$ cat src/rtl/tcr_pkg.sv
package tcr_pkg;
  // Register byte addresses (printed offsets are word aligned)
  localparam logic [7:0] ADDR_CONTROL = 8'hC8;
  localparam logic [7:0] ADDR_RC_LOW = 8'hCA;
  localparam logic [7:0] ADDR_RC_HIGH = 8'hCB;
  localparam logic [7:0] ADDR_COUNT_LOW = 8'hCC;
  localparam logic [7:0] ADDR_COUNT_HIGH = 8'hCD;
  localparam logic [7:0] ADDR_IRQ_STATUS = 8'hD0;
  localparam logic [7:0] ADDR_IRQ_MASK = 8'hD4;
  // Control bit positions
  localparam int BIT_OVF = 7;
  localparam int BIT_EXT = 6;
  localparam int BIT_RXSEL = 5;
  localparam int BIT_TXSEL = 4;
  localparam int BIT_TRIGEN = 3;
  localparam int BIT_RUN = 2;
  localparam int BIT_CNTSEL = 1;
  localparam int BIT_CAPSEL = 0;
  // Interrupt status bit positions
  localparam int IRQ_OVF = 0;
  localparam int IRQ_EXT = 1;
  localparam int IRQ_W = 2;
  // Reset value and top count
  localparam logic [7:0] RST_BYTE = 8'h00;
  localparam logic [15:0] COUNT_MAX = 16'hFFFF;
  // Timer tick every two system clocks
  localparam int TICK_DIV = 2;
  localparam logic [31:0] READ_UNMAPPED = 32'h00000000;
  typedef enum logic [1:0] {
    TCR_IDLE,
    TCR_DONE
  } tcr_bus_t;
  typedef struct packed {
    logic [7:0] control;
    logic [15:0] rc;
    logic [15:0] count;
    logic [IRQ_W-1:0] irq_status;
    logic [IRQ_W-1:0] irq_mask;
    logic tick;
    logic [1:0] trig_sync;
    logic trig_prev;
    logic [1:0] cnt_sync;
    logic cnt_prev;
    tcr_bus_t bus;
    logic waitrequest;
    logic [31:0] readdata;
    logic irq;
    logic rx_clk;
    logic tx_clk;
  } tcr_state_t;
endpackage : tcr_pkg

$ cat src/rtl/tcr_timer2.sv
// Added by the designer: the Avalon-MM register port.
`timescale 1ns/1ps
// Function
// Overflow sets overflow flag unless a UART clock select is set; software clears.
// Trigger edge causing capture or reload sets external trigger flag; software clears.
// Receive clock select picks this timer's overflow for UART receive clock.
// Transmit clock select picks this timer's overflow for UART transmit clock.
// Trigger edge acts only with trigger enable set and both clock selects clear.
// Run control zero stops the counter, one lets it count.
// Timer mode increments the count once every two system clocks.
// Counter mode increments on each falling edge of the count input pin.
// Reload mode reloads on overflow and on enabled trigger falling edges.
// Capture mode captures count on enabled trigger falling edges.
// Any UART clock select forces auto-reload on overflow.
// Reload/capture value is two read/write bytes resetting to zero.
// Count is two read/write bytes resetting to zero.
// Reload copies reload value into count; capture copies count into it.
// Pin falling edges found by synchronous sampling against previous sample.
module tcr_timer2
  import tcr_pkg::*;
(
  // Clock and reset
  input wire logic clk,
  input wire logic rst_n,
  // Avalon-MM slave
  input wire logic [7:0] address,
  input wire logic read,
  input wire logic write,
  input wire logic [31:0] writedata,
  input wire logic [3:0] byteenable,
  output logic [31:0] readdata,
  output logic waitrequest,
  // Pins
  input wire logic trigger_pin,
  input wire logic count_input_pin,
  // UART clocks and interrupt
  output logic uart_rx_clock,
  output logic uart_tx_clock,
  output logic irq
);
  logic [1:0] rst_sync;
  logic srst_n;
  tcr_state_t cur;
  tcr_state_t nxt;
  logic trig_fall;
  logic cnt_fall;
  logic uart_sel;
  logic inc;
  logic ovf;
  logic reload;
  logic capture;
  logic ext_event;
  logic wr;
  logic rd;

  // Reset release through two flip-flops
  always_ff @(posedge clk or negedge rst_n) begin
    if (!rst_n) begin
      rst_sync <= 2'h0;
    end else begin
      rst_sync <= {rst_sync[0], 1'b1};
    end
  end
  assign srst_n = rst_sync[1];

  // Outputs straight from flip-flops
  assign readdata = cur.readdata;
  assign waitrequest = cur.waitrequest;
  assign irq = cur.irq;
  assign uart_rx_clock = cur.rx_clk;
  assign uart_tx_clock = cur.tx_clk;

  // Event decode
  always_comb begin
    // synchronous edge detect
    trig_fall = cur.trig_prev & ~cur.trig_sync[1];
    cnt_fall = cur.cnt_prev & ~cur.cnt_sync[1];
    uart_sel = cur.control[BIT_RXSEL] | cur.control[BIT_TXSEL];
    // run gating and tick source
    inc = cur.control[BIT_RUN] & (cur.control[BIT_CNTSEL] ? cnt_fall : cur.tick);
    ovf = inc & (cur.count == COUNT_MAX);
    // trigger qualification
    ext_event = trig_fall & cur.control[BIT_TRIGEN] & ~uart_sel;
    // reload sources
    reload = ovf & (uart_sel | ~cur.control[BIT_CAPSEL])
           | ext_event & ~cur.control[BIT_CAPSEL];
    // capture on trigger
    capture = ext_event & cur.control[BIT_CAPSEL];
    wr = write & cur.waitrequest & (cur.bus == TCR_IDLE);
    rd = read & cur.waitrequest & (cur.bus == TCR_IDLE);
  end

  // Next state
  always_comb begin
    nxt = cur;
    // Two-stage pin synchronisers
    nxt.trig_sync = {cur.trig_sync[0], trigger_pin};
    nxt.trig_prev = cur.trig_sync[1];
    nxt.cnt_sync = {cur.cnt_sync[0], count_input_pin};
    nxt.cnt_prev = cur.cnt_sync[1];
    // divide-by-two tick
    nxt.tick = (TICK_DIV == 2) ? ~cur.tick : 1'b0;
    // Software register writes, hardware events applied after
    if (wr) begin
      if (address == ADDR_CONTROL && byteenable[0]) begin
        nxt.control = writedata[7:0];
      end else if (address == ADDR_RC_LOW && byteenable[0]) begin
        nxt.rc[7:0] = writedata[7:0];
      end else if (address == ADDR_RC_HIGH && byteenable[0]) begin
        nxt.rc[15:8] = writedata[7:0];
      end else if (address == ADDR_COUNT_LOW && byteenable[0]) begin
        nxt.count[7:0] = writedata[7:0];
      end else if (address == ADDR_COUNT_HIGH && byteenable[0]) begin
        nxt.count[15:8] = writedata[7:0];
      end else if (address == ADDR_IRQ_STATUS && byteenable[0]) begin
        nxt.irq_status = cur.irq_status & ~writedata[IRQ_W-1:0];
      end else if (address == ADDR_IRQ_MASK && byteenable[0]) begin
        nxt.irq_mask = writedata[IRQ_W-1:0];
      end
    end
    // Counting on top of any software byte write, so a write while running is lost only to a reload or capture in the same cycle
    if (inc) begin
      nxt.count = nxt.count + 16'h0001;
    end
    // reload and capture transfers
    if (reload) begin
      nxt.count = cur.rc;
    end
    if (capture) begin
      nxt.rc = cur.count;
    end
    // overflow flag, set wins over clear
    if (ovf & ~uart_sel) begin
      nxt.control[BIT_OVF] = 1'b1;
      nxt.irq_status[IRQ_OVF] = 1'b1;
    end
    // trigger flag, set wins over clear
    if (ext_event) begin
      nxt.control[BIT_EXT] = 1'b1;
      nxt.irq_status[IRQ_EXT] = 1'b1;
    end
    // UART clock pulses from this timer's overflow
    nxt.rx_clk = ovf & cur.control[BIT_RXSEL];
    nxt.tx_clk = ovf & cur.control[BIT_TXSEL];
    nxt.irq = |(nxt.irq_status & nxt.irq_mask);
    // Bus handshake: one wait cycle then acknowledge
    nxt.waitrequest = 1'b1;
    nxt.bus = TCR_IDLE;
    if (rd | wr) begin
      nxt.waitrequest = 1'b0;
      nxt.bus = TCR_DONE;
      nxt.readdata = READ_UNMAPPED;
      if (rd) begin
        // readable bytes
        if (address == ADDR_CONTROL) begin
          nxt.readdata[7:0] = cur.control;
        end else if (address == ADDR_RC_LOW) begin
          nxt.readdata[7:0] = cur.rc[7:0];
        end else if (address == ADDR_RC_HIGH) begin
          nxt.readdata[7:0] = cur.rc[15:8];
        end else if (address == ADDR_COUNT_LOW) begin
          nxt.readdata[7:0] = cur.count[7:0];
        end else if (address == ADDR_COUNT_HIGH) begin
          nxt.readdata[7:0] = cur.count[15:8];
        end else if (address == ADDR_IRQ_STATUS) begin
          nxt.readdata[IRQ_W-1:0] = cur.irq_status;
        end else if (address == ADDR_IRQ_MASK) begin
          nxt.readdata[IRQ_W-1:0] = cur.irq_mask;
        end
      end
    end
  end

  // State register
  always_ff @(posedge clk or negedge rst_n) begin
    if (!rst_n) begin
      cur <= '0;
      cur.waitrequest <= 1'b1;
      cur.bus <= TCR_IDLE;
    end else if (!srst_n) begin
      cur <= '0;
      cur.waitrequest <= 1'b1;
      cur.bus <= TCR_IDLE;
    end else begin
      cur <= nxt;
    end
  end

  // Assertions
  // overflow flag set
  property p_ovf_flag;
    @(posedge clk) disable iff (!srst_n) (ovf && !uart_sel) |=> cur.control[BIT_OVF];
  endproperty
  a_ovf_flag: assert property (p_ovf_flag) else $error("overflow flag not set");
  // no flag with uart select
  property p_ovf_quiet;
    @(posedge clk) disable iff (!srst_n)
      (uart_sel && !cur.control[BIT_OVF] && !wr) |=> !cur.control[BIT_OVF];
  endproperty
  a_ovf_quiet: assert property (p_ovf_quiet) else $error("overflow flag set in uart mode");
  // trigger flag
  property p_ext_flag;
    @(posedge clk) disable iff (!srst_n) ext_event |=> cur.control[BIT_EXT];
  endproperty
  a_ext_flag: assert property (p_ext_flag) else $error("trigger flag not set");
  // receive clock
  property p_rx_clk;
    @(posedge clk) disable iff (!srst_n) (ovf && cur.control[BIT_RXSEL]) |=> uart_rx_clock;
  endproperty
  a_rx_clk: assert property (p_rx_clk) else $error("rx clock missing");
  // transmit clock
  property p_tx_clk;
    @(posedge clk) disable iff (!srst_n) uart_tx_clock |-> $past(cur.control[BIT_TXSEL]);
  endproperty
  a_tx_clk: assert property (p_tx_clk) else $error("tx clock without select");
  // stopped counter holds
  property p_stop;
    @(posedge clk) disable iff (!srst_n)
      (!cur.control[BIT_RUN] && !wr && !ext_event) |=> (cur.count == $past(cur.count));
  endproperty
  a_stop: assert property (p_stop) else $error("count moved while stopped");
  // timer increments every two cycles
  property p_timer_rate;
    @(posedge clk) disable iff (!srst_n)
      (inc && !cur.control[BIT_CNTSEL] && !reload && !capture) ##1 (!wr && cur.control[BIT_RUN] && !cur.control[BIT_CNTSEL])
        |-> !inc;
  endproperty
  a_timer_rate: assert property (p_timer_rate) else $error("timer ticked twice");
  // overflow reload
  property p_reload;
    @(posedge clk) disable iff (!srst_n) (ovf && !cur.control[BIT_CAPSEL]) |=> cur.count == $past(cur.rc);
  endproperty
  a_reload: assert property (p_reload) else $error("reload missed");
  // capture copies count
  property p_capture;
    @(posedge clk) disable iff (!srst_n) capture |=> cur.rc == $past(cur.count);
  endproperty
  a_capture: assert property (p_capture) else $error("capture missed");
  // trigger ignored when disabled
  property p_trig_off;
    @(posedge clk) disable iff (!srst_n)
      (!cur.control[BIT_TRIGEN] && !wr) |=> (cur.control[BIT_EXT] == $past(cur.control[BIT_EXT]));
  endproperty
  a_trig_off: assert property (p_trig_off) else $error("trigger acted while disabled");
  // pin edge increments
  property p_count_pin;
    @(posedge clk) disable iff (!srst_n)
      (cur.control[BIT_RUN] && cur.control[BIT_CNTSEL] && cnt_fall && !reload && !wr)
        |=> cur.count == $past(cur.count) + 16'h0001;
  endproperty
  a_count_pin: assert property (p_count_pin) else $error("count pin edge not counted");
  // timer tick increments
  property p_timer_step;
    @(posedge clk) disable iff (!srst_n)
      (cur.control[BIT_RUN] && !cur.control[BIT_CNTSEL] && cur.tick && !reload && !wr)
        |=> cur.count == $past(cur.count) + 16'h0001;
  endproperty
  a_timer_step: assert property (p_timer_step) else $error("timer tick not counted");
  // forced overflow reload
  property p_force_reload;
    @(posedge clk) disable iff (!srst_n) (ovf && uart_sel) |=> cur.count == $past(cur.rc);
  endproperty
  a_force_reload: assert property (p_force_reload) else $error("uart mode reload missed");
  // trigger reload
  property p_trig_reload;
    @(posedge clk) disable iff (!srst_n)
      (ext_event && !cur.control[BIT_CAPSEL]) |=> cur.count == $past(cur.rc);
  endproperty
  a_trig_reload: assert property (p_trig_reload) else $error("trigger reload missed");
  // reload low byte write
  property p_rc_low_write;
    @(posedge clk) disable iff (!srst_n)
      (wr && address == ADDR_RC_LOW && byteenable[0] && !capture) |=> cur.rc[7:0] == $past(writedata[7:0]);
  endproperty
  a_rc_low_write: assert property (p_rc_low_write) else $error("reload low byte write lost");
  // reload high byte write
  property p_rc_high_write;
    @(posedge clk) disable iff (!srst_n)
      (wr && address == ADDR_RC_HIGH && byteenable[0] && !capture) |=> cur.rc[15:8] == $past(writedata[7:0]);
  endproperty
  a_rc_high_write: assert property (p_rc_high_write) else $error("reload high byte write lost");
  // count low byte write
  property p_count_low_write;
    @(posedge clk) disable iff (!srst_n)
      (wr && address == ADDR_COUNT_LOW && byteenable[0] && !inc && !reload)
        |=> cur.count[7:0] == $past(writedata[7:0]);
  endproperty
  a_count_low_write: assert property (p_count_low_write) else $error("count low byte write lost");
  // count high byte write
  property p_count_high_write;
    @(posedge clk) disable iff (!srst_n)
      (wr && address == ADDR_COUNT_HIGH && byteenable[0] && !inc && !reload)
        |=> cur.count[15:8] == $past(writedata[7:0]);
  endproperty
  a_count_high_write: assert property (p_count_high_write) else $error("count high byte write lost");
  // synchronised pin edge
  property p_pin_edge;
    @(posedge clk) disable iff (!srst_n)
      ($fell(cur.cnt_sync[1]) && cur.control[BIT_RUN] && cur.control[BIT_CNTSEL]) |-> inc;
  endproperty
  a_pin_edge: assert property (p_pin_edge) else $error("count pin edge missed");
  // trigger ignored in uart mode
  property p_ext_quiet;
    @(posedge clk) disable iff (!srst_n)
      (uart_sel && !cur.control[BIT_EXT] && !wr) |=> !cur.control[BIT_EXT];
  endproperty
  a_ext_quiet: assert property (p_ext_quiet) else $error("trigger acted in uart mode");
  // interrupt level
  property p_irq_level;
    @(posedge clk) disable iff (!srst_n) irq == |(cur.irq_status & cur.irq_mask);
  endproperty
  a_irq_level: assert property (p_irq_level) else $error("interrupt level wrong");
  // single acknowledge cycle
  property p_wait_one;
    @(posedge clk) disable iff (!srst_n) !waitrequest |=> waitrequest;
  endproperty
  a_wait_one: assert property (p_wait_one) else $error("waitrequest low too long");
  // receive clock source
  property p_rx_only;
    @(posedge clk) disable iff (!srst_n)
      uart_rx_clock |-> ($past(ovf) && $past(cur.control[BIT_RXSEL]));
  endproperty
  a_rx_only: assert property (p_rx_only) else $error("rx clock without overflow");
  // transmit clock pulse
  property p_tx_pulse;
    @(posedge clk) disable iff (!srst_n) (ovf && cur.control[BIT_TXSEL]) |=> uart_tx_clock;
  endproperty
  a_tx_pulse: assert property (p_tx_pulse) else $error("tx clock missing");
  // overflow flag sticky
  property p_ovf_stay;
    @(posedge clk) disable iff (!srst_n) (cur.control[BIT_OVF] && !wr) |=> cur.control[BIT_OVF];
  endproperty
  a_ovf_stay: assert property (p_ovf_stay) else $error("overflow flag cleared by hardware");
  // trigger flag sticky
  property p_ext_stay;
    @(posedge clk) disable iff (!srst_n) (cur.control[BIT_EXT] && !wr) |=> cur.control[BIT_EXT];
  endproperty
  a_ext_stay: assert property (p_ext_stay) else $error("trigger flag cleared by hardware");
  // overflow status bit
  property p_status_ovf;
    @(posedge clk) disable iff (!srst_n) (ovf && !uart_sel) |=> cur.irq_status[IRQ_OVF];
  endproperty
  a_status_ovf: assert property (p_status_ovf) else $error("overflow status not set");
  // trigger status bit
  property p_status_ext;
    @(posedge clk) disable iff (!srst_n) ext_event |=> cur.irq_status[IRQ_EXT];
  endproperty
  a_status_ext: assert property (p_status_ext) else $error("trigger status not set");
  // Covers
  c_ovf: cover property (@(posedge clk) disable iff (!srst_n) ovf);
  c_capture: cover property (@(posedge clk) disable iff (!srst_n) capture);
  c_irq: cover property (@(posedge clk) disable iff (!srst_n) irq);
  c_uart: cover property (@(posedge clk) disable iff (!srst_n) uart_rx_clock);
  c_trig_reload: cover property (@(posedge clk) disable iff (!srst_n) ext_event && !cur.control[BIT_CAPSEL]);
endmodule : tcr_timer2
$ cat config.mk
export PLATFORM = sky130hd
export DESIGN_NAME = tcr_timer2
export DESIGN_NICKNAME = d
export VERILOG_FILES = /design/src/rtl/tcr_pkg.sv /design/src/rtl/tcr_timer2.sv
export SDC_FILE = /design/constraint.sdc
export NUM_CORES = 1
export LEC_CHECK = 0
export ABC_AREA = 1
export BUFFER_PORTS_ARGS = -buffer_cell sky130_fd_sc_hd__buf_2
export CAP_MARGIN = 0
export CORE_ASPECT_RATIO = 1.5
export CORE_UTILIZATION = 40
export DETAILED_ROUTE_END_ITERATION = 7
export HOLD_SLACK_MARGIN = 0.1
export PLACE_DENSITY_LB_ADDON = 0.15
export SLEW_MARGIN = 20
export SYNTH_ARGS = -nofsm -noshare
export SYNTH_HDL_FRONTEND = slang
export SYNTH_SLANG_ARGS = --single-unit
$ cat constraint.sdc
create_clock -name clk -period 4.6 [get_ports clk]
set_input_delay 0.23 -clock clk [delete_from_list [all_inputs] [get_ports clk]]
set_output_delay 0.23 -clock clk [all_outputs]
set_load 0.005 [all_outputs]
==> results of run 1 <==
## per-layer routing
| metal | GRT usage (%) | vias to the layer above | routed length (um) |
|---|---|---|---|
| met5 | 0 | - | 0 |
| met4 | 7.94 | 0 | 240 |
| met3 | 3.09 | 15 | 441 |
| met2 | 42.6 | 113 | 7170 |
| met1 | 28.8 | 1974 | 5850 |
| li1 | - | 2091 | - |
## layout make-up
class	count	share of cell area, %
inverters	111	8.03
well taps	150	3.62
repair buffers	39	4.10
flip-flops and latches	66	31.8
clock inverters	6	1.78
clock buffers	10	4.41
multi-input cells	433	46.2
## flip-flops by register name, summed over array words and instances, names as in the netlist
name,cells
uart_rx_clock,1
uart_tx_clock,1
rst_sync,2
waitrequest,1
readdata,8
cur,52
irq,1
## synthesized netlist by cell type (all sizes together)
| library cell | n | area [um^2] |
|---|---|---|
| dfstp | 1 | 26.3 |
| nor3 | 6 | 35.0 |
| nand3 | 49 | 293 |
| a21oi | 20 | 138 |
| o221ai | 7 | 61.3 |
| dfrtp | 65 | 1630 |
| a31o | 1 | 8.76 |
| xnor2 | 1 | 8.76 |
| nor4 | 1 | 6.26 |
| o21ai | 53 | 269 |
| nand2 | 142 | 596 |
| a31oi | 3 | 18.8 |
| ha | 1 | 12.5 |
| nand4 | 22 | 138 |
| clkbuf | 11 | 41.3 |
| conb | 2 | 7.51 |
| nor2 | 59 | 344 |
| o2111ai | 16 | 140 |
| o31ai | 8 | 87.6 |
| xor2 | 2 | 17.5 |
| nand3b | 2 | 15.0 |
| buf | 43 | 342 |
| o41ai | 1 | 8.76 |
| a221oi | 2 | 17.5 |
| o211ai | 11 | 82.6 |
| inv | 111 | 417 |
| a211oi | 1 | 7.51 |
## worst register-to-register path, delay by kind of cell, from the launching register on
kind                     cells  cell delay (ns)
adder cells (fa/ha/maj)      1             0.23
AND/OR/NAND/NOR              7             0.97
buffers and inverters        2             0.58
flip-flops                   1             0.57
AO/OA/AOI/OAI                2             0.37
## per-stage QoR
stage                     setup slack, ns  total power [W]  instance area [um^2]  util [%]
after floorplan                      2.38         0.000813                  4850         -
after detailed placement             1.80         0.000872                  4850      42.0
final                                1.77          0.00161                  5190      45.0
after global placement               1.84         0.000868                  4850      42.0
after global routing                 1.46          0.00168                  5190      45.0
after CTS                            1.78          0.00163                  5190      45.0
## worst paths after layout
check | endpoint | slack, ns
max in group asynchronous | cur[57] | 3.93
worst min-delay path | cur[56] | 0.10
worst min register to register | rst_sync[1] | 0.36
worst max register to register | cur[53] | 1.77
worst max-delay path | cur[53] | 1.77
min in group clk | cur[83] | 0.19
## cells by family (layout without fill, tap and decap cells)
group | Yosys count | count (layout)
AND/OR/NAND/NOR | 281 | 281
buffers and inverters | 165 | 166
AO/OA/AOI/OAI | 123 | 123
flip-flops | 66 | 66
XOR/XNOR | 3 | 3
other | 2 | 25
adder cells (fa/ha/maj) | 1 | 1
## power by group through the flow
stage | clock, W | combinational [W] | sequential (W)
2_1_floorplan | 0 | 0.000185 | 0.000628
3_3_place_gp | 0 | 0.000232 | 0.000636
6_report | 0.000747 | 0.000238 | 0.000627
4_1_cts | 0.000767 | 0.000239 | 0.000626
3_5_place_dp | 0 | 0.000236 | 0.000636
5_1_grt | 0.000785 | 0.000267 | 0.000629
==> impl_metrics.py, run 1 <==
metrics = {
    "status": {
        "status": "finished with violations",
        "violations": "DRC",
    },
    "final_layout": {
        "multi_input_area_um2": 2400,
        "final_common_cell": "nand2_1",
        "num-fill-cells": 1201,
        "register_area_um2": 1650,
        "syn_to_final_growth_pct": 8.93,
        "final_nets": 711,
        "final_cell_mix": "nand2_1 (127), inv_1 (104), dfrtp_1 (65), o21ai_0 (52), nand3_1 (44)",
        "drive_gt1_share_pct": 16.2,
        "insertedDiodeCount": 0,
        "fin_cells": 815,
    },
    "worst_setup_path": {
        "r2r_start": "waitrequest",
        "critPathSlowestCell": "dfstp_2",
        "path_delay_family": "simple AND/OR/NAND/NOR gates",
        "crit_chain": "nand3_4, inv_2, nor2_1, a21oi_2, ha_1, nand2_1, nor2_1, nand2_1, nand2_1, nand2_1, o221ai_1, inv_1",
        "worst-r2r-cell-count": 12,
        "start_kind": "flop",
        "path_class": "flop to flop",
        "cp_data_arrival_time_ns": 3.05,
        "path_depth": 12,
        "crit_buf_inv": 2,
        "cp-startpoint": "waitrequest",
        "max_stage_delay_ns": 0.57,
        "worstSetupEndpointType": "flop",
        "critical_path.most_common_cell": "nand2_1",
        "cp_max_fo": 27,
        "required_ns": 4.81,
    },
    "placement": {
        "hpwlAfterDp_mm": 10.3,
        "placedCellCount": 797,
        "io_buffers": 34,
        "gp_congestion": 0.915,
    },
    "clock_network": {
        "post_cts_resized": 0,
        "htree_levels": 3,
        "clock_path_buffers": 2,
        "clkTransAtPathRegs_ns": 0.06,
        "cts_tree": "yes",
        "clkLatencyLatePin_ns": 0.34,
        "cts_setup_buffers": 0,
        "cts-hold-fix-buffers": 2,
        "numCtsBuffers": 9,
        "cts.sinks": 66,
        "cts_root_buf": "clkbuf_16",
    },
    "timing": {
        "worst_pin_slew_ns": 1.00,
        "max_freq_mhz": 353,
        "tns_ns": 0,
        "hold_violations": 0,
        "rsz0062_at_grt": "false",
        "setup_viol": 0,
        "slew_violations": 0,
        "post-route-period-util_pct": 61.6,
        "maxSlewHeadroom_pct": 33.1,
        "finalClockSkew_ns": 0.0126,
        "hold_slack_ns": 0.101,
        "fin_crit_ns": 2.83,
    },
    "floorplanning": {
        "die_h_um": 136,
        "ioPinCount": 86,
        "core_area_um2": 11500,
        "die_w_um": 91.1,
        "start_util_pct": 41.3,
        "fp-row-count": 48,
        "die-area_um2": 12400,
    },
    "synth": {
        "synth_xor_area_share_pct": 0.551,
        "synth_area_um2": 4760,
        "netlist_instances": 641,
        "synth-warning-count": 0,
        "synth_mux_area_share_pct": 0,
        "synth-simple-area-share_pct": 29.9,
        "synth_cell_types": 43,
        "postSynthAreaPerCell_um2": 7.43,
        "synth-seq-cells": 66,
        "synth_top_family_by_area": "simple AND/OR/NAND/NOR gates",
        "synthAdderAreaFrac_pct": 0.263,
        "synth_compound_area_share_pct": 17.6,
        "synth.yosys.seq_area_share_pct": 34.7,
    },
    "global_route": {
        "grt_antenna_before_repair": 0,
        "overflow": 0,
        "grt_pass1_vias": 4090,
        "track_usage_pct": 23.6,
        "grt_pass1_wl_mm": 22.1,
        "grt_max_degree": 67,
    },
    "power": {
        "p_sw_w": 0.000465,
        "p_clk_share_pct": 46.3,
        "ir_worst_vdd_v": 0.000202,
        "cellLeakagePower_nw": 2.66,
        "powerDensity_nw_per_um2": 310,
        "p_sw_share_pct": 28.8,
        "seq_power_share_pct": 38.9,
        "p_comb_share_pct": 14.8,
        "p_int_w": 0.00115,
    },
    "worst_hold_path": {
        "holdCritPathClass": "input port to asynchronous set/reset pin",
    },
    "route": {
        "routedWlPerCell_um": 16.8,
        "ant_nets": 0,
        "vias_per_cell": 5.14,
        "drc": 2,
        "vias": 4193,
        "routed_wl_mm": 13.7,
        "drtPass1Iterations": 7,
        "drt_iter0_markers": 349,
    },
    "flow_run": {
        "drv.max_cap_violation_count": 0,
    },
}
Note: power is estimated with default switching activity, not from simulation.
==> run 2, diff against run 1 <==
==> constraint.sdc (replaced) <==
create_clock -name clk -period 2.82 [get_ports clk]
set_input_delay 0.141 -clock clk [delete_from_list [all_inputs] [get_ports clk]]
set_output_delay 0.141 -clock clk [all_outputs]
set_load 0.005 [all_outputs]
==> run 2 against run 1 <==
Net effect: the run now ends clean; clock power rose by 63%; clock skew fell by 0.0061 ns; sequential share of layout area fell by 0.70 points; hold slack improved by 0.0018 ns; die area did not move; maximum frequency rose by 15%; flip-flop and latch count did not move; non-clock buffer count rose by 15; global-route usage rose by 0.62 points; critical endpoint is now cur[55]; largest cell class unchanged.
==> impl_metrics.py, run 2 (synthesized netlist as in run 1, its figures left out) <==
metrics = {
    "status": {
        "status": "finished clean",
    },
    "power": {
        "ir_worst_vdd_v": 0.000401,
        "cellLeakagePower_nw": 2.73,
        "powerDensity_nw_per_um2": 498,
    },
    "clock_network": {
        "clkLatencyLatePin_ns": 0.34,
        "numCtsBuffers": 9,
        "cts_setup_buffers": 0,
        "post_cts_resized": 0,
        "cts_tree": "yes",
        "cts-hold-fix-buffers": 4,
        "clkTransAtPathRegs_ns": 0.06,
        "htree_levels": 3,
        "clock_path_buffers": 2,
        "cts_root_buf": "clkbuf_16",
        "cts.sinks": 66,
    },
    "placement": {
        "io_buffers": 34,
        "dp_slack_ns": 0.386,
        "hpwlAfterDp_mm": 10.4,
        "place_area_um2": 4950,
        "placedCellCount": 810,
        "gp_congestion": 0.903,
    },
    "timing": {
        "post-route-period-util_pct": 87.1,
        "setup_viol": 0,
        "maxSlewHeadroom_pct": 41.7,
        "tns_ns": 0,
        "finalClockSkew_ns": 0.00652,
        "final.setup.worst_slack_ns": 0.364,
        "slew_violations": 0,
        "rsz0062_at_grt": "false",
        "worst_pin_slew_ns": 0.875,
        "hold_violations": 0,
        "fin_crit_ns": 2.46,
        "max_freq_mhz": 407,
    },
    "worst_hold_path": {
        "hold_depth": 3,
        "hold_start": "writedata[0]",
        "holdCritPathClass": "input port to flop",
        "holdPathEnd": "cur[81]",
    },
    "floorplanning": {
        "die-area_um2": 12400,
        "start_util_pct": 41.3,
        "die_w_um": 91.1,
        "die_h_um": 136,
        "ioPinCount": 86,
        "fp-row-count": 48,
        "core_area_um2": 11500,
    },
    "route": {
        "drt_iter0_markers": 199,
        "ant_nets": 0,
        "drc": 0,
        "vias_per_cell": 5.14,
        "routedWlPerCell_um": 16.7,
        "drtPass1Iterations": 5,
        "vias": 4267,
        "routed_wl_mm": 13.9,
    },
    "global_route": {
        "grt_pass1_vias": 4254,
        "track_usage_pct": 24.2,
        "overflow": 0,
        "grt_antenna_before_repair": 0,
        "grt_pass1_wl_mm": 22.7,
        "grt_max_degree": 67,
    },
    "worst_setup_path": {
        "worst-r2r-cell-count": 12,
        "cp_data_arrival_time_ns": 2.65,
        "start_kind": "flop",
        "rrSetupSlack_ns": 0.36,
        "r2r_start": "waitrequest",
        "worstSetupEndpointType": "flop",
        "r2r_end": "cur[55]",
        "required_ns": 3.02,
        "cp_max_fo": 12,
        "path_class": "flop to flop",
    },
    "flow_run": {
        "drv.max_cap_violation_count": 0,
    },
    "final_layout": {
        "drive_gt1_share_pct": 17.8,
        "syn_to_final_growth_pct": 11.4,
        "final_common_cell": "nand2_1",
        "final_cell_mix": "nand2_1 (127), inv_1 (104), dfrtp_1 (65), o21ai_0 (52), nand3_1 (44)",
        "largest_register_ffs": 52,
        "final_nets": 726,
        "top_register": "cur",
        "fin_area_um2": 5310,
        "fin_cells": 830,
        "insertedDiodeCount": 0,
        "utilization_pct": 46.0,
    },
}
## run 2: worst max-delay path by stage
stage	slack [ns]	endpoint	start	depth (start not counted)
floorplan	0.60	cur[53]	waitrequest	14
global placement	0.39	cur[55]	waitrequest	12
detailed placement	0.39	cur[61]	waitrequest	12
CTS	0.38	cur[55]	waitrequest	12
global route	0.13	cur[63]	waitrequest	15
finish	0.36	cur[55]	waitrequest	12
## run 2: layout make-up
class	instances	area [um^2]
Clock buffer	10	229
Timing Repair Buffer	54	330
Fill cell	1171	6220
Tap cell	150	188
Multi-Input combinational cell	433	2400
Clock inverter	6	91.3
Inverter	111	417
Sequential cell	66	1650
## run 2: critical path, stage by stage, from the launching register on
cell     delay (ns)
dfstp_2        0.57
nand3_4        0.20
inv_2          0.22
buf_4          0.27
nand2_4        0.11
inv_2          0.07
nand3_1        0.11
nand2_4        0.12
nor2_8         0.05
nand2_4        0.10
nor2_8         0.05
xnor2_1        0.31
a21oi_1        0.12
## run 2: routing by layer
layer	track usage [%]	vias to the layer above	part of all wire [%]
met1	29.4	1978	42
met5	0	-	0
met4	12.0	0	3.7
met2	42.2	119	51
met3	3.14	40	3.1
li1	-	2130	-
## run 2: stage by stage
stage | total power (W) | hold slack, ns
after floorplan | 0.00133 | -0.155
after global placement | 0.00143 | 0.333
after detailed placement | 0.00144 | 0.333
after CTS | 0.00267 | 0.102
after global routing | 0.00276 | 0.120
final | 0.00264 | 0.103
## run 2: power breakdown
group	internal [W]	switching, W
Clock	0.000776	0.000443
Sequential	0.000986	0.0000375
Combinational	0.000120	0.000283
Total	0.00188	0.000763
